[src/include/rec_pkg.sv]
// Function
// - Start record type byte is 0x00, then length counting bytes after device type.
// - Start record carries little-endian 32-bit erase start address.
// - Start record then carries little-endian 32-bit erase end address.
// - Start record ends in a checksum the device verifies before acting.
// - Data record type byte is 0x0F, then length counting bytes after address.
// - Data payload is 1 to 57 bytes; record is 7 plus payload, max 64.
// - Payload is written to flash from the little-endian load address.
// - Data length byte equals the count of bytes after the load address.
// - Data record checksum covers length, address and payload; checked first. The code answers an out-of-range length with 0xE4 before reaching the checksum.
// - End record type is 0xF0, then length, device type and checksum.
// - End record checksum covers length and device type; device verifies it.
// - Device answers every record with one 0xFF response of 5 bytes.
// - Response length counts bytes after the response type byte.
// - Response type 0x00 ack, 0x0F retransmit, 0xF0 error end.
// - Start record answer field is 0xB0 backup enabled, 0xB1 disabled.
// - Data or end answer status is 0x01 erasing or 0x03 writing.
// - Failures return one error code 0xE1 to 0xE8 in the field.
// - Response ends with a checksum over length, response type and field.
package rec_pkg;
  localparam logic [7:0] TYPE_START = 8'h00;
  localparam logic [7:0] TYPE_DATA = 8'h0F;
  localparam logic [7:0] TYPE_END = 8'hF0;
  localparam logic [7:0] TYPE_RESP = 8'hFF;
  localparam logic [7:0] RESP_ACK = 8'h00;
  localparam logic [7:0] RESP_RETRY = 8'h0F;
  localparam logic [7:0] RESP_ERROR = 8'hF0;
  localparam logic [7:0] CODE_BACKUP_ON = 8'hB0;
  localparam logic [7:0] CODE_BACKUP_OFF = 8'hB1;
  localparam logic [7:0] STAT_ERASING = 8'h01;
  localparam logic [7:0] STAT_WRITING = 8'h03;
  localparam logic [7:0] ERR_INIT = 8'hE1;
  localparam logic [7:0] ERR_SECURITY = 8'hE2;
  localparam logic [7:0] ERR_ERASE = 8'hE3;
  localparam logic [7:0] ERR_PARAM = 8'hE4;
  localparam logic [7:0] ERR_VERIFY = 8'hE5;
  localparam logic [7:0] ERR_OPTION = 8'hE6;
  localparam logic [7:0] ERR_COPY = 8'hE7;
  localparam logic [7:0] ERR_UNUSED = 8'hE8;
  localparam int START_LEN = 14;
  localparam logic [7:0] START_LEN_BYTE = 8'h0B;
  localparam logic [7:0] END_LEN_BYTE = 8'h01;
  localparam int DATA_MAX_PAYLOAD = 57;
  localparam int DATA_OVERHEAD = 7;
  localparam int RESP_LEN = 5;
  localparam logic [7:0] RESP_LEN_BYTE = 8'h02;
  localparam int ADDR_LSB = 0;

  // One byte with its valid flag
  typedef struct packed {
    logic valid;
    logic [7:0] data;
  } byte_s;

  // One flash write request
  typedef struct packed {
    logic valid;
    logic [31:0] addr;
    logic [7:0] data;
  } wr_s;
endpackage

[src/rec_engine.sv]
// Record parser and responder for the flash rewrite byte link
module rec_engine #(
  parameter int MAX_PAYLOAD = rec_pkg::DATA_MAX_PAYLOAD
) (
  input wire logic clock_in,
  input wire logic reset_n_in,
  input wire logic rx_valid_in,
  input wire logic [7:0] rx_data_in,
  output logic rx_ready_out,
  output logic tx_valid_out,
  output logic [7:0] tx_data_out,
  input wire logic tx_ready_in,
  input wire logic backup_enable_in,
  output logic erase_req_out,
  output logic [31:0] erase_start_out,
  output logic [31:0] erase_end_out,
  input wire logic erase_done_in,
  input wire logic [7:0] erase_code_in,
  output logic wr_valid_out,
  output logic [31:0] wr_addr_out,
  output logic [7:0] wr_data_out,
  input wire logic wr_ready_in,
  input wire logic [7:0] wr_code_in,
  output logic session_out
);
  typedef enum logic [3:0] {
    ST_TYPE, ST_LEN, ST_BODY, ST_SUM, ST_ACT_ERASE, ST_WAIT_ERASE,
    ST_ACT_WRITE, ST_RESP, ST_DRAIN
  } phase_e;

  typedef struct packed {
    phase_e phase;
    logic [7:0] rtype;
    logic [7:0] len;
    logic [6:0] idx;
    logic [31:0] addr0;
    logic [31:0] addr1;
    logic [7:0] body_bad;
    logic [6:0] wcount;
    logic [7:0] resp_type;
    logic [7:0] resp_code;
    logic [2:0] tx_idx;
    logic erase_req;
    logic [31:0] erase_start;
    logic [31:0] erase_end;
    logic wr_valid;
    logic [31:0] wr_addr;
    logic [7:0] wr_data;
    logic session;
  } state_s;

  state_s state;
  state_s next_state;
  logic [7:0] payload [0:63];
  logic store_pay;
  logic [5:0] store_idx;
  logic rx_take;
  rec_pkg::byte_s rx_b;
  logic buf_ready;
  logic sum_clear;
  logic sum_add;
  logic [7:0] sum_byte;
  logic [7:0] sum_val;
  logic [7:0] tx_byte;
  logic tx_push;
  logic tx_buf_ready;

  // Refuse a payload limit the record format and memory cannot serve
  if (MAX_PAYLOAD < 1 || MAX_PAYLOAD > 57) begin : g_bad_payload
    $error("rec_engine: MAX_PAYLOAD out of range");
  end

  // Put a little-endian byte into a 32-bit address
  function automatic logic [31:0] le_put(input logic [31:0] a, input logic [1:0] i,
                                         input logic [7:0] b);
    logic [31:0] r;
    r = a;
    r[8*i +: 8] = b;
    return r;
  endfunction

  // Inbound bytes pass through the two-entry buffer
  rec_buf #(.WIDTH(8)) rx_buf (
    .clock_in(clock_in),
    .reset_n_in(reset_n_in),
    .in_valid_in(rx_valid_in),
    .in_data_in(rx_data_in),
    .in_ready_out(buf_ready),
    .out_valid_out(rx_b.valid),
    .out_data_out(rx_b.data),
    .out_ready_in(rx_take)
  );

  rec_sum sum_unit (
    .clock_in(clock_in),
    .reset_n_in(reset_n_in),
    .clear_in(sum_clear),
    .add_in(sum_add),
    .byte_in(sum_byte),
    .sum_out(sum_val),
    .zero_out()
  );

  // Response byte sequence, five bytes
  always_comb begin
    case (state.tx_idx)
      3'd0: tx_byte = rec_pkg::TYPE_RESP;
      3'd1: tx_byte = rec_pkg::RESP_LEN_BYTE;
      3'd2: tx_byte = state.resp_type;
      3'd3: tx_byte = state.resp_code;
      default: tx_byte = 8'(-(rec_pkg::RESP_LEN_BYTE + state.resp_type + state.resp_code));
    endcase
  end

  // Receive phases take a byte only when the buffer holds one
  assign rx_take = rx_b.valid && (state.phase == ST_TYPE || state.phase == ST_LEN ||
                   state.phase == ST_BODY || state.phase == ST_SUM || state.phase == ST_DRAIN);
  assign sum_clear = rx_take && state.phase == ST_TYPE;
  assign sum_add = rx_take && state.phase != ST_TYPE && state.phase != ST_DRAIN;
  assign sum_byte = rx_b.data;
  assign tx_push = state.phase == ST_RESP && tx_buf_ready;
  assign store_pay = rx_take && state.phase == ST_BODY && state.rtype == rec_pkg::TYPE_DATA &&
                     state.idx >= 7'd4 && state.idx < 7'd61;
  assign store_idx = 6'(state.idx - 7'd4);

  // Payload memory for one data record
  always_ff @(posedge clock_in) begin
    if (store_pay) begin
      payload[store_idx] <= rx_b.data;
    end
  end

  // Protocol sequencing
  always_comb begin
    next_state = state;
    next_state.erase_req = 1'b0;
    case (state.phase)
      ST_TYPE: begin
        if (rx_take) begin
          next_state.rtype = rx_b.data;
          next_state.idx = 7'd0;
          next_state.body_bad = 8'h00;
          next_state.phase = ST_LEN;
        end
      end
      ST_LEN: begin
        if (rx_take) begin
          next_state.len = rx_b.data;
          next_state.phase = ST_BODY;
          case (state.rtype)
            rec_pkg::TYPE_START: begin
              if (rx_b.data != rec_pkg::START_LEN_BYTE) next_state.body_bad = rec_pkg::ERR_PARAM;
            end
            rec_pkg::TYPE_DATA: begin
              // Length counts payload plus checksum after the load address
              if (rx_b.data < 8'h02 || rx_b.data > 8'(MAX_PAYLOAD + 1)) begin
                next_state.body_bad = rec_pkg::ERR_PARAM;
                next_state.phase = ST_DRAIN;
              end
            end
            rec_pkg::TYPE_END: begin
              if (rx_b.data != rec_pkg::END_LEN_BYTE) next_state.body_bad = rec_pkg::ERR_PARAM;
            end
            default: begin
              next_state.body_bad = 8'hFF;
              next_state.phase = ST_DRAIN;
            end
          endcase
          if (next_state.phase == ST_DRAIN) begin
            next_state.phase = ST_RESP;
            next_state.resp_type = rec_pkg::RESP_ERROR;
            next_state.resp_code = rec_pkg::ERR_PARAM;
            next_state.tx_idx = 3'd0;
          end
        end
      end
      ST_BODY: begin
        if (rx_take) begin
          next_state.idx = state.idx + 7'd1;
          if (state.rtype == rec_pkg::TYPE_START) begin
            if (state.idx >= 7'd2 && state.idx < 7'd6) begin
              next_state.addr0 = le_put(state.addr0, 2'(state.idx - 7'd2), rx_b.data);
            end else if (state.idx >= 7'd6 && state.idx < 7'd10) begin
              next_state.addr1 = le_put(state.addr1, 2'(state.idx - 7'd6), rx_b.data);
            end
            if (state.idx == 7'd10) next_state.phase = ST_SUM;
          end else if (state.rtype == rec_pkg::TYPE_DATA) begin
            if (state.idx < 7'd4) begin
              next_state.addr0 = le_put(state.addr0, 2'(state.idx), rx_b.data);
            end
            if (state.idx == 7'(state.len) + 7'd2) next_state.phase = ST_SUM;
          end else begin
            next_state.phase = ST_SUM;
          end
        end
      end
      ST_SUM: begin
        if (rx_take) begin
          next_state.tx_idx = 3'd0;
          next_state.phase = ST_RESP;
          if (8'(sum_val + rx_b.data) != 8'h00) begin
            next_state.resp_type = rec_pkg::RESP_RETRY;
            next_state.resp_code = rec_pkg::ERR_PARAM;
          end else if (state.body_bad != 8'h00) begin
            next_state.resp_type = rec_pkg::RESP_ERROR;
            next_state.resp_code = state.body_bad;
          end else if (state.rtype == rec_pkg::TYPE_START) begin
            next_state.erase_req = 1'b1;
            next_state.erase_start = state.addr0;
            next_state.erase_end = state.addr1;
            next_state.session = 1'b1;
            next_state.phase = ST_WAIT_ERASE;
          end else if (state.rtype == rec_pkg::TYPE_DATA) begin
            next_state.wcount = 7'd0;
            next_state.phase = ST_ACT_WRITE;
          end else begin
            next_state.resp_type = rec_pkg::RESP_ACK;
            next_state.resp_code = rec_pkg::STAT_WRITING;
            next_state.session = 1'b0;
          end
        end
      end
      ST_WAIT_ERASE: begin
        if (erase_done_in) begin
          next_state.phase = ST_RESP;
          if (erase_code_in != 8'h00) begin
            next_state.resp_type = rec_pkg::RESP_ERROR;
            next_state.resp_code = erase_code_in;
          end else begin
            next_state.resp_type = rec_pkg::RESP_ACK;
            next_state.resp_code = backup_enable_in ? rec_pkg::CODE_BACKUP_ON :
                                   rec_pkg::CODE_BACKUP_OFF;
          end
        end
      end
      ST_ACT_WRITE: begin
        if (!state.wr_valid || wr_ready_in) begin
          if (state.wr_valid && wr_code_in != 8'h00) begin
            next_state.wr_valid = 1'b0;
            next_state.resp_type = rec_pkg::RESP_ERROR;
            next_state.resp_code = wr_code_in;
            next_state.phase = ST_RESP;
          end else if (state.wcount == 7'(state.len) - 7'd1) begin
            next_state.wr_valid = 1'b0;
            next_state.resp_type = rec_pkg::RESP_ACK;
            next_state.resp_code = rec_pkg::STAT_WRITING;
            next_state.phase = ST_RESP;
          end else begin
            next_state.wr_valid = 1'b1;
            next_state.wr_addr = state.addr0 + 32'(state.wcount);
            next_state.wr_data = payload[6'(state.wcount)];
            next_state.wcount = state.wcount + 7'd1;
          end
        end
      end
      ST_RESP: begin
        if (tx_push) begin
          next_state.tx_idx = state.tx_idx + 3'd1;
          if (state.tx_idx == 3'(rec_pkg::RESP_LEN - 1)) next_state.phase = ST_TYPE;
        end
      end
      default: next_state.phase = ST_TYPE;
    endcase
  end

  always_ff @(posedge clock_in or negedge reset_n_in) begin
    if (!reset_n_in) begin
      state <= '0;
    end else begin
      state <= next_state;
    end
  end

  // Outbound bytes pass through a second buffer toward the link
  rec_buf #(.WIDTH(8)) tx_buf (
    .clock_in(clock_in),
    .reset_n_in(reset_n_in),
    .in_valid_in(tx_push),
    .in_data_in(tx_byte),
    .in_ready_out(tx_buf_ready),
    .out_valid_out(tx_valid_out),
    .out_data_out(tx_data_out),
    .out_ready_in(tx_ready_in)
  );

  assign rx_ready_out = buf_ready;
  assign erase_req_out = state.erase_req;
  assign erase_start_out = state.erase_start;
  assign erase_end_out = state.erase_end;
  assign wr_valid_out = state.wr_valid;
  assign wr_addr_out = state.wr_addr;
  assign wr_data_out = state.wr_data;
  assign session_out = state.session;
endmodule // rec_engine

[src/rec_sum.sv]
// Running modulo-256 sum with reset-to-zero
module rec_sum (
  input wire logic clock_in,
  input wire logic reset_n_in,
  input wire logic clear_in,
  input wire logic add_in,
  input wire logic [7:0] byte_in,
  output logic [7:0] sum_out,
  output logic zero_out
);
  typedef struct packed {
    logic [7:0] sum;
  } state_s;
  state_s state;
  state_s next_state;

  // Accumulate covered bytes
  always_comb begin
    next_state = state;
    if (clear_in) begin
      next_state.sum = 8'h00;
    end else if (add_in) begin
      next_state.sum = state.sum + byte_in;
    end
  end

  always_ff @(posedge clock_in or negedge reset_n_in) begin
    if (!reset_n_in) begin
      state <= '0;
    end else begin
      state <= next_state;
    end
  end

  assign sum_out = state.sum;
  assign zero_out = (state.sum == 8'h00);
endmodule // rec_sum

[src/rec_buf.sv]
// Two-entry skid buffer with valid and ready on both sides
module rec_buf #(
  parameter int WIDTH = 8
) (
  input wire logic clock_in,
  input wire logic reset_n_in,
  input wire logic in_valid_in,
  input wire logic [WIDTH-1:0] in_data_in,
  output logic in_ready_out,
  output logic out_valid_out,
  output logic [WIDTH-1:0] out_data_out,
  input wire logic out_ready_in
);
  typedef struct packed {
    logic [1:0][WIDTH-1:0] mem;
    logic rd;
    logic wr;
    logic [1:0] count;
  } state_s;
  state_s state;
  state_s next_state;
  logic push;
  logic pop;

  // Refuse a width the storage cannot hold
  if (WIDTH < 1) begin : g_bad_width
    $error("rec_buf: WIDTH must be positive");
  end

  assign push = in_valid_in && (state.count != 2'd2);
  assign pop = state.count != 2'd0 && out_ready_in;

  // Pointer and count update
  always_comb begin
    next_state = state;
    if (push) begin
      next_state.mem[state.wr] = in_data_in;
      next_state.wr = ~state.wr;
    end
    if (pop) begin
      next_state.rd = ~state.rd;
    end
    next_state.count = state.count + 2'(push) - 2'(pop);
  end

  always_ff @(posedge clock_in or negedge reset_n_in) begin
    if (!reset_n_in) begin
      state <= '0;
    end else begin
      state <= next_state;
    end
  end

  assign in_ready_out = state.count != 2'd2;
  assign out_valid_out = state.count != 2'd0;
  assign out_data_out = state.mem[state.rd];
endmodule // rec_buf

[config.mk]
export PLATFORM = sky130hd
export DESIGN_NAME = rec_engine
export DESIGN_NICKNAME = d
export VERILOG_FILES = /design/src/include/rec_pkg.sv /design/src/rec_engine.sv /design/src/rec_sum.sv /design/src/rec_buf.sv
export SDC_FILE = /design/constraint.sdc
export NUM_CORES = 1
export LEC_CHECK = 0
export ABC_AREA = 1
export BUFFER_PORTS_ARGS = -buffer_cell sky130_fd_sc_hd__buf_2
export CORE_UTILIZATION = 35
export DETAILED_ROUTE_END_ITERATION = 6
export GPL_ROUTABILITY_DRIVEN = 0
export PLACE_DENSITY = 0.59
export SLEW_MARGIN = 5
export SYNTH_ARGS = -nofsm -noshare
export SYNTH_HDL_FRONTEND = slang
export SYNTH_SLANG_ARGS = --single-unit
export TNS_END_PERCENT = 5
[constraint.sdc]
create_clock -name clock_in -period 12.3 [get_ports clock_in]
set_input_delay 1.23 -clock clock_in [delete_from_list [all_inputs] [get_ports clock_in]]
set_output_delay 1.23 -clock clock_in [all_outputs]
set_load 0.01 [all_outputs]
==> metrics.cfg <==
[pwr]
internal_power_mw=5.16
power_frac_comb_pct=21.1
pwr-share-seq_pct=45.2
clkPwrFrac_pct=33.7
power.density_mw_per_mm2=193
worst_ir_drop_vdd_uv=154
p_leak_nw=15.7
switching_share_pct=32.0
p_sw_mw=2.43

[final_layout]
post-route-util_pct=39.2
design_area_mm2=0.0393
diodes=0
n_fill_cell=9770
layout-drive-gt1-share_pct=10.4
layout.nets=3609
area_growth_pct=11.1

[clock_tree]
path_clk_slew_ns=0.06
numCtsBuffers=86
clockBufferDepth=3
ctsResizeCount=0
insertion_delay_ns=0.64
h-tree-depth=3
cts_tree=done
cts_setup_buffers=0
clockRootBuffer=clkbuf_16
cts-hold-fix-buffers=0
clock_sinks=779

[synth]
syn_area_mm2=0.0354
synth-edff-count=512
yosys_warnings=0
ys_seq_area_share_pct=62.4
synthDistinctLibCells=51
synth_area_leader_cell=edfxtp_1
synth_top_area_share_pct=43.5
synth_area_leaders=edfxtp_1 (43%), dfrtp_1 (19%), nand2_1 (7.9%)
synthFlopType=edfxtp_1
syn_area_per_cell_um2=10.0
ys_ff_latch=779
synth_fp_nets=3610
netlist_instances=3533
synth-async-reset-ratio_pct=34.3

[drt]
wl_um=96300
wire_per_inst_um=19.6
drc=0
drtIter0Drc=2845
avgViaCountPerCell=5.19
vias=25404
postRouteAntennaNets=0
drtPass1Iterations=6

[place]
post-place-ws_ns=7.69
dp.final_hpwl_um=59700
dpl_cell_area_mm2=0.0365
io_buffers=147

[sta]
fin_crit_ns=4.58
period_share_pct=37.3
setup_viol_count_final=0
timing.final.ws_setup_ns=7.72
rsz0062_at_grt=false
fmax_mhz=218
slew_viol_final=0
tightest_slew_ns=1.04
hold_violations=0
hold-worst-slack_ns=0.470
finalSetupTns_ns=0
skew_ns=0.0319
slew-limit-headroom_pct=30.6

[floorplanning]
initial_core_util_pct=35.3
ios=148
core-area_mm2=0.100
dieArea_mm2=0.102
die_w_um=320
rows=116
die_y_um=320

[grt]
grt_pass1_vias=23828
grt_usage_pct=18.5
antenna_found_initial=0
grt_max_degree=186
grt_pass1_wl_um=147000
overflow=0

[critical_path]
criticalPathCategory=flop to flop
worstPathMaxFanout=91
max_stage_delay_ns=0.72
startpoint_type=flop
crit_path_end_kind=flop
critical_path.most_common_cell=nand2_1
crit_chain=inv_1, nand2_1, nand2_2, buf_4, ha_1, nand2_1, nand2_1, a21oi_2, nand2_1, nand2_1, nand2_1, nand3_2, inv_2, nand3_4, buf_4, inv_2, nand2_1, nand2_1
required_ns=12.82
crit_arrival_ns=5.10
crit_slowest_cell=buf_4

[run]
drv_cap=0

[hold_path]
hold_class=flop to flop

[run_status]
status=complete, no violations

==> critical path, delay by kind of cell, from the launching register on <==
kind                       cells  cell delay (ns)
DFF                            1             0.52
and+or+nand+nor               11             0.97
AOI/OAI and AO/OA              1             0.17
buffers and inverters          5             2.32
adders and majority gates      1             0.42
==> layer usage <==
layer / part of all wire [%] / track usage, % / up-vias
li1: - / - / 12026
met1: 45 / 26.5 / 12380
met2: 46 / 29.0 / 856
met3: 6.7 / 2.76 / 142
met4: 2.6 / 5.44 / 0
met5: 0 / 0 / -
==> cell usage in the layout (no fill, tap or decap), types with 6 or more instances in the layout <==
master | Yosys | final
nor2_2 | 10 | 12
nand3_2 | 5 | 6
clkbuf_1 | 101 | 25
xor2_1 | 36 | 36
buf_4 | 111 | 23
nor2_1 | 487 | 485
clkbuf_8 | 0 | 7
nand3_1 | 156 | 155
edfxtp_1 | 512 | 512
clkbuf_16 | 0 | 89
a22oi_1 | 14 | 14
o21ai_1 | 70 | 70
inv_1 | 184 | 181
nor4_1 | 9 | 9
bufinv_16 | 0 | 6
ha_1 | 43 | 43
xnor2_1 | 14 | 14
clkinv_1 | 8 | 19
a21oi_1 | 82 | 82
o21ai_0 | 360 | 360
nor3_1 | 16 | 16
nand4_1 | 38 | 38
dfrtp_1 | 267 | 264
o22ai_1 | 75 | 75
o211ai_1 | 67 | 67
nand2_2 | 21 | 23
clkinv_2 | 0 | 11
o21ai_2 | 8 | 7
inv_2 | 9 | 12
nand2_1 | 744 | 740
buf_2 | 39 | 146
==> sequential cells by signal, indices dropped and copies added, names as in the netlist <==
register          cells
session_out           1
wr_data_out           8
wr_addr_out          32
wr_valid_out          1
sum_unit.sum_out      8
payload             512
state               112
rx_buf.state         20
erase_start_out      32
erase_end_out        32
erase_req_out         1
tx_buf.state         20
==> cells by family after synthesis <==
family	count (synthesis)	synth area share [%]
AND/OR/NAND/NOR	1503	17.5
AO/OA/AOI/OAI	692	10.9
adder cells (fa/ha/maj)	46	1.69
buffers and inverters	462	6.32
XOR/XNOR	50	1.24
flip-flops	779	62.4
other	1	0.0106
==> final cells by class <==
type | count | area, um2 | share of cell area, %
clock buffers | 121 | 2420 | 6.15
flip-flops and latches | 779 | 22100 | 56.1
inverters | 201 | 759 | 1.93
well taps | 1298 | 1620 | 4.13
repair buffers | 172 | 958 | 2.44
clock inverters | 36 | 360 | 0.917
multi-input cells | 2292 | 11100 | 28.3
==> final timing paths <==
| kind | from | end | slack [ns] | cells past startpoint |
|---|---|---|---|---|
| max | rx_buf.state[3] | erase_end_out[10] | 7.72 | 18 |
| min in group asynchronous | reset_n_in | erase_start_out[20] | 0.70 | 1 |
| min reg2reg | state[165] | erase_end_out[24] | 0.47 | 2 |
| max in group asynchronous | reset_n_in | sum_unit.sum_out[4] | 9.92 | 2 |
| min | state[165] | erase_end_out[24] | 0.47 | 2 |
| max reg2reg | rx_buf.state[3] | erase_end_out[10] | 7.72 | 18 |
==> synth_stat cells, types with 38 or more instances <==
master    count
a21oi_1      82
nand2_1     744
ha_1         43
edfxtp_1    512
nor2_1      487
nand3_1     156
buf_2        39
o21ai_0     360
nand4_1      38
clkbuf_1    101
buf_4       111
o22ai_1      75
o211ai_1     67
inv_1       184
o21ai_1      70
dfrtp_1     267
==> power by group through the flow <==
stage	Sequential, mW	Combinational, mW	Clock [mW]
global route	3.46	1.78	2.69
CTS	3.43	1.60	2.59
floorplan	3.42	1.07	0
detailed placement	3.48	1.59	0
global placement	3.48	1.57	0
finish	3.44	1.60	2.56
==> per-stage QoR <==
stage / std cells / power, mW
2_1_floorplan: 3533 / 4.49
3_3_place_gp: 4742 / 5.05
3_5_place_dp: 4742 / 5.08
4_1_cts: 4899 / 7.63
5_1_grt: 4899 / 7.93
6_report: 4899 / 7.60
(Power assumes the default switching activity.)
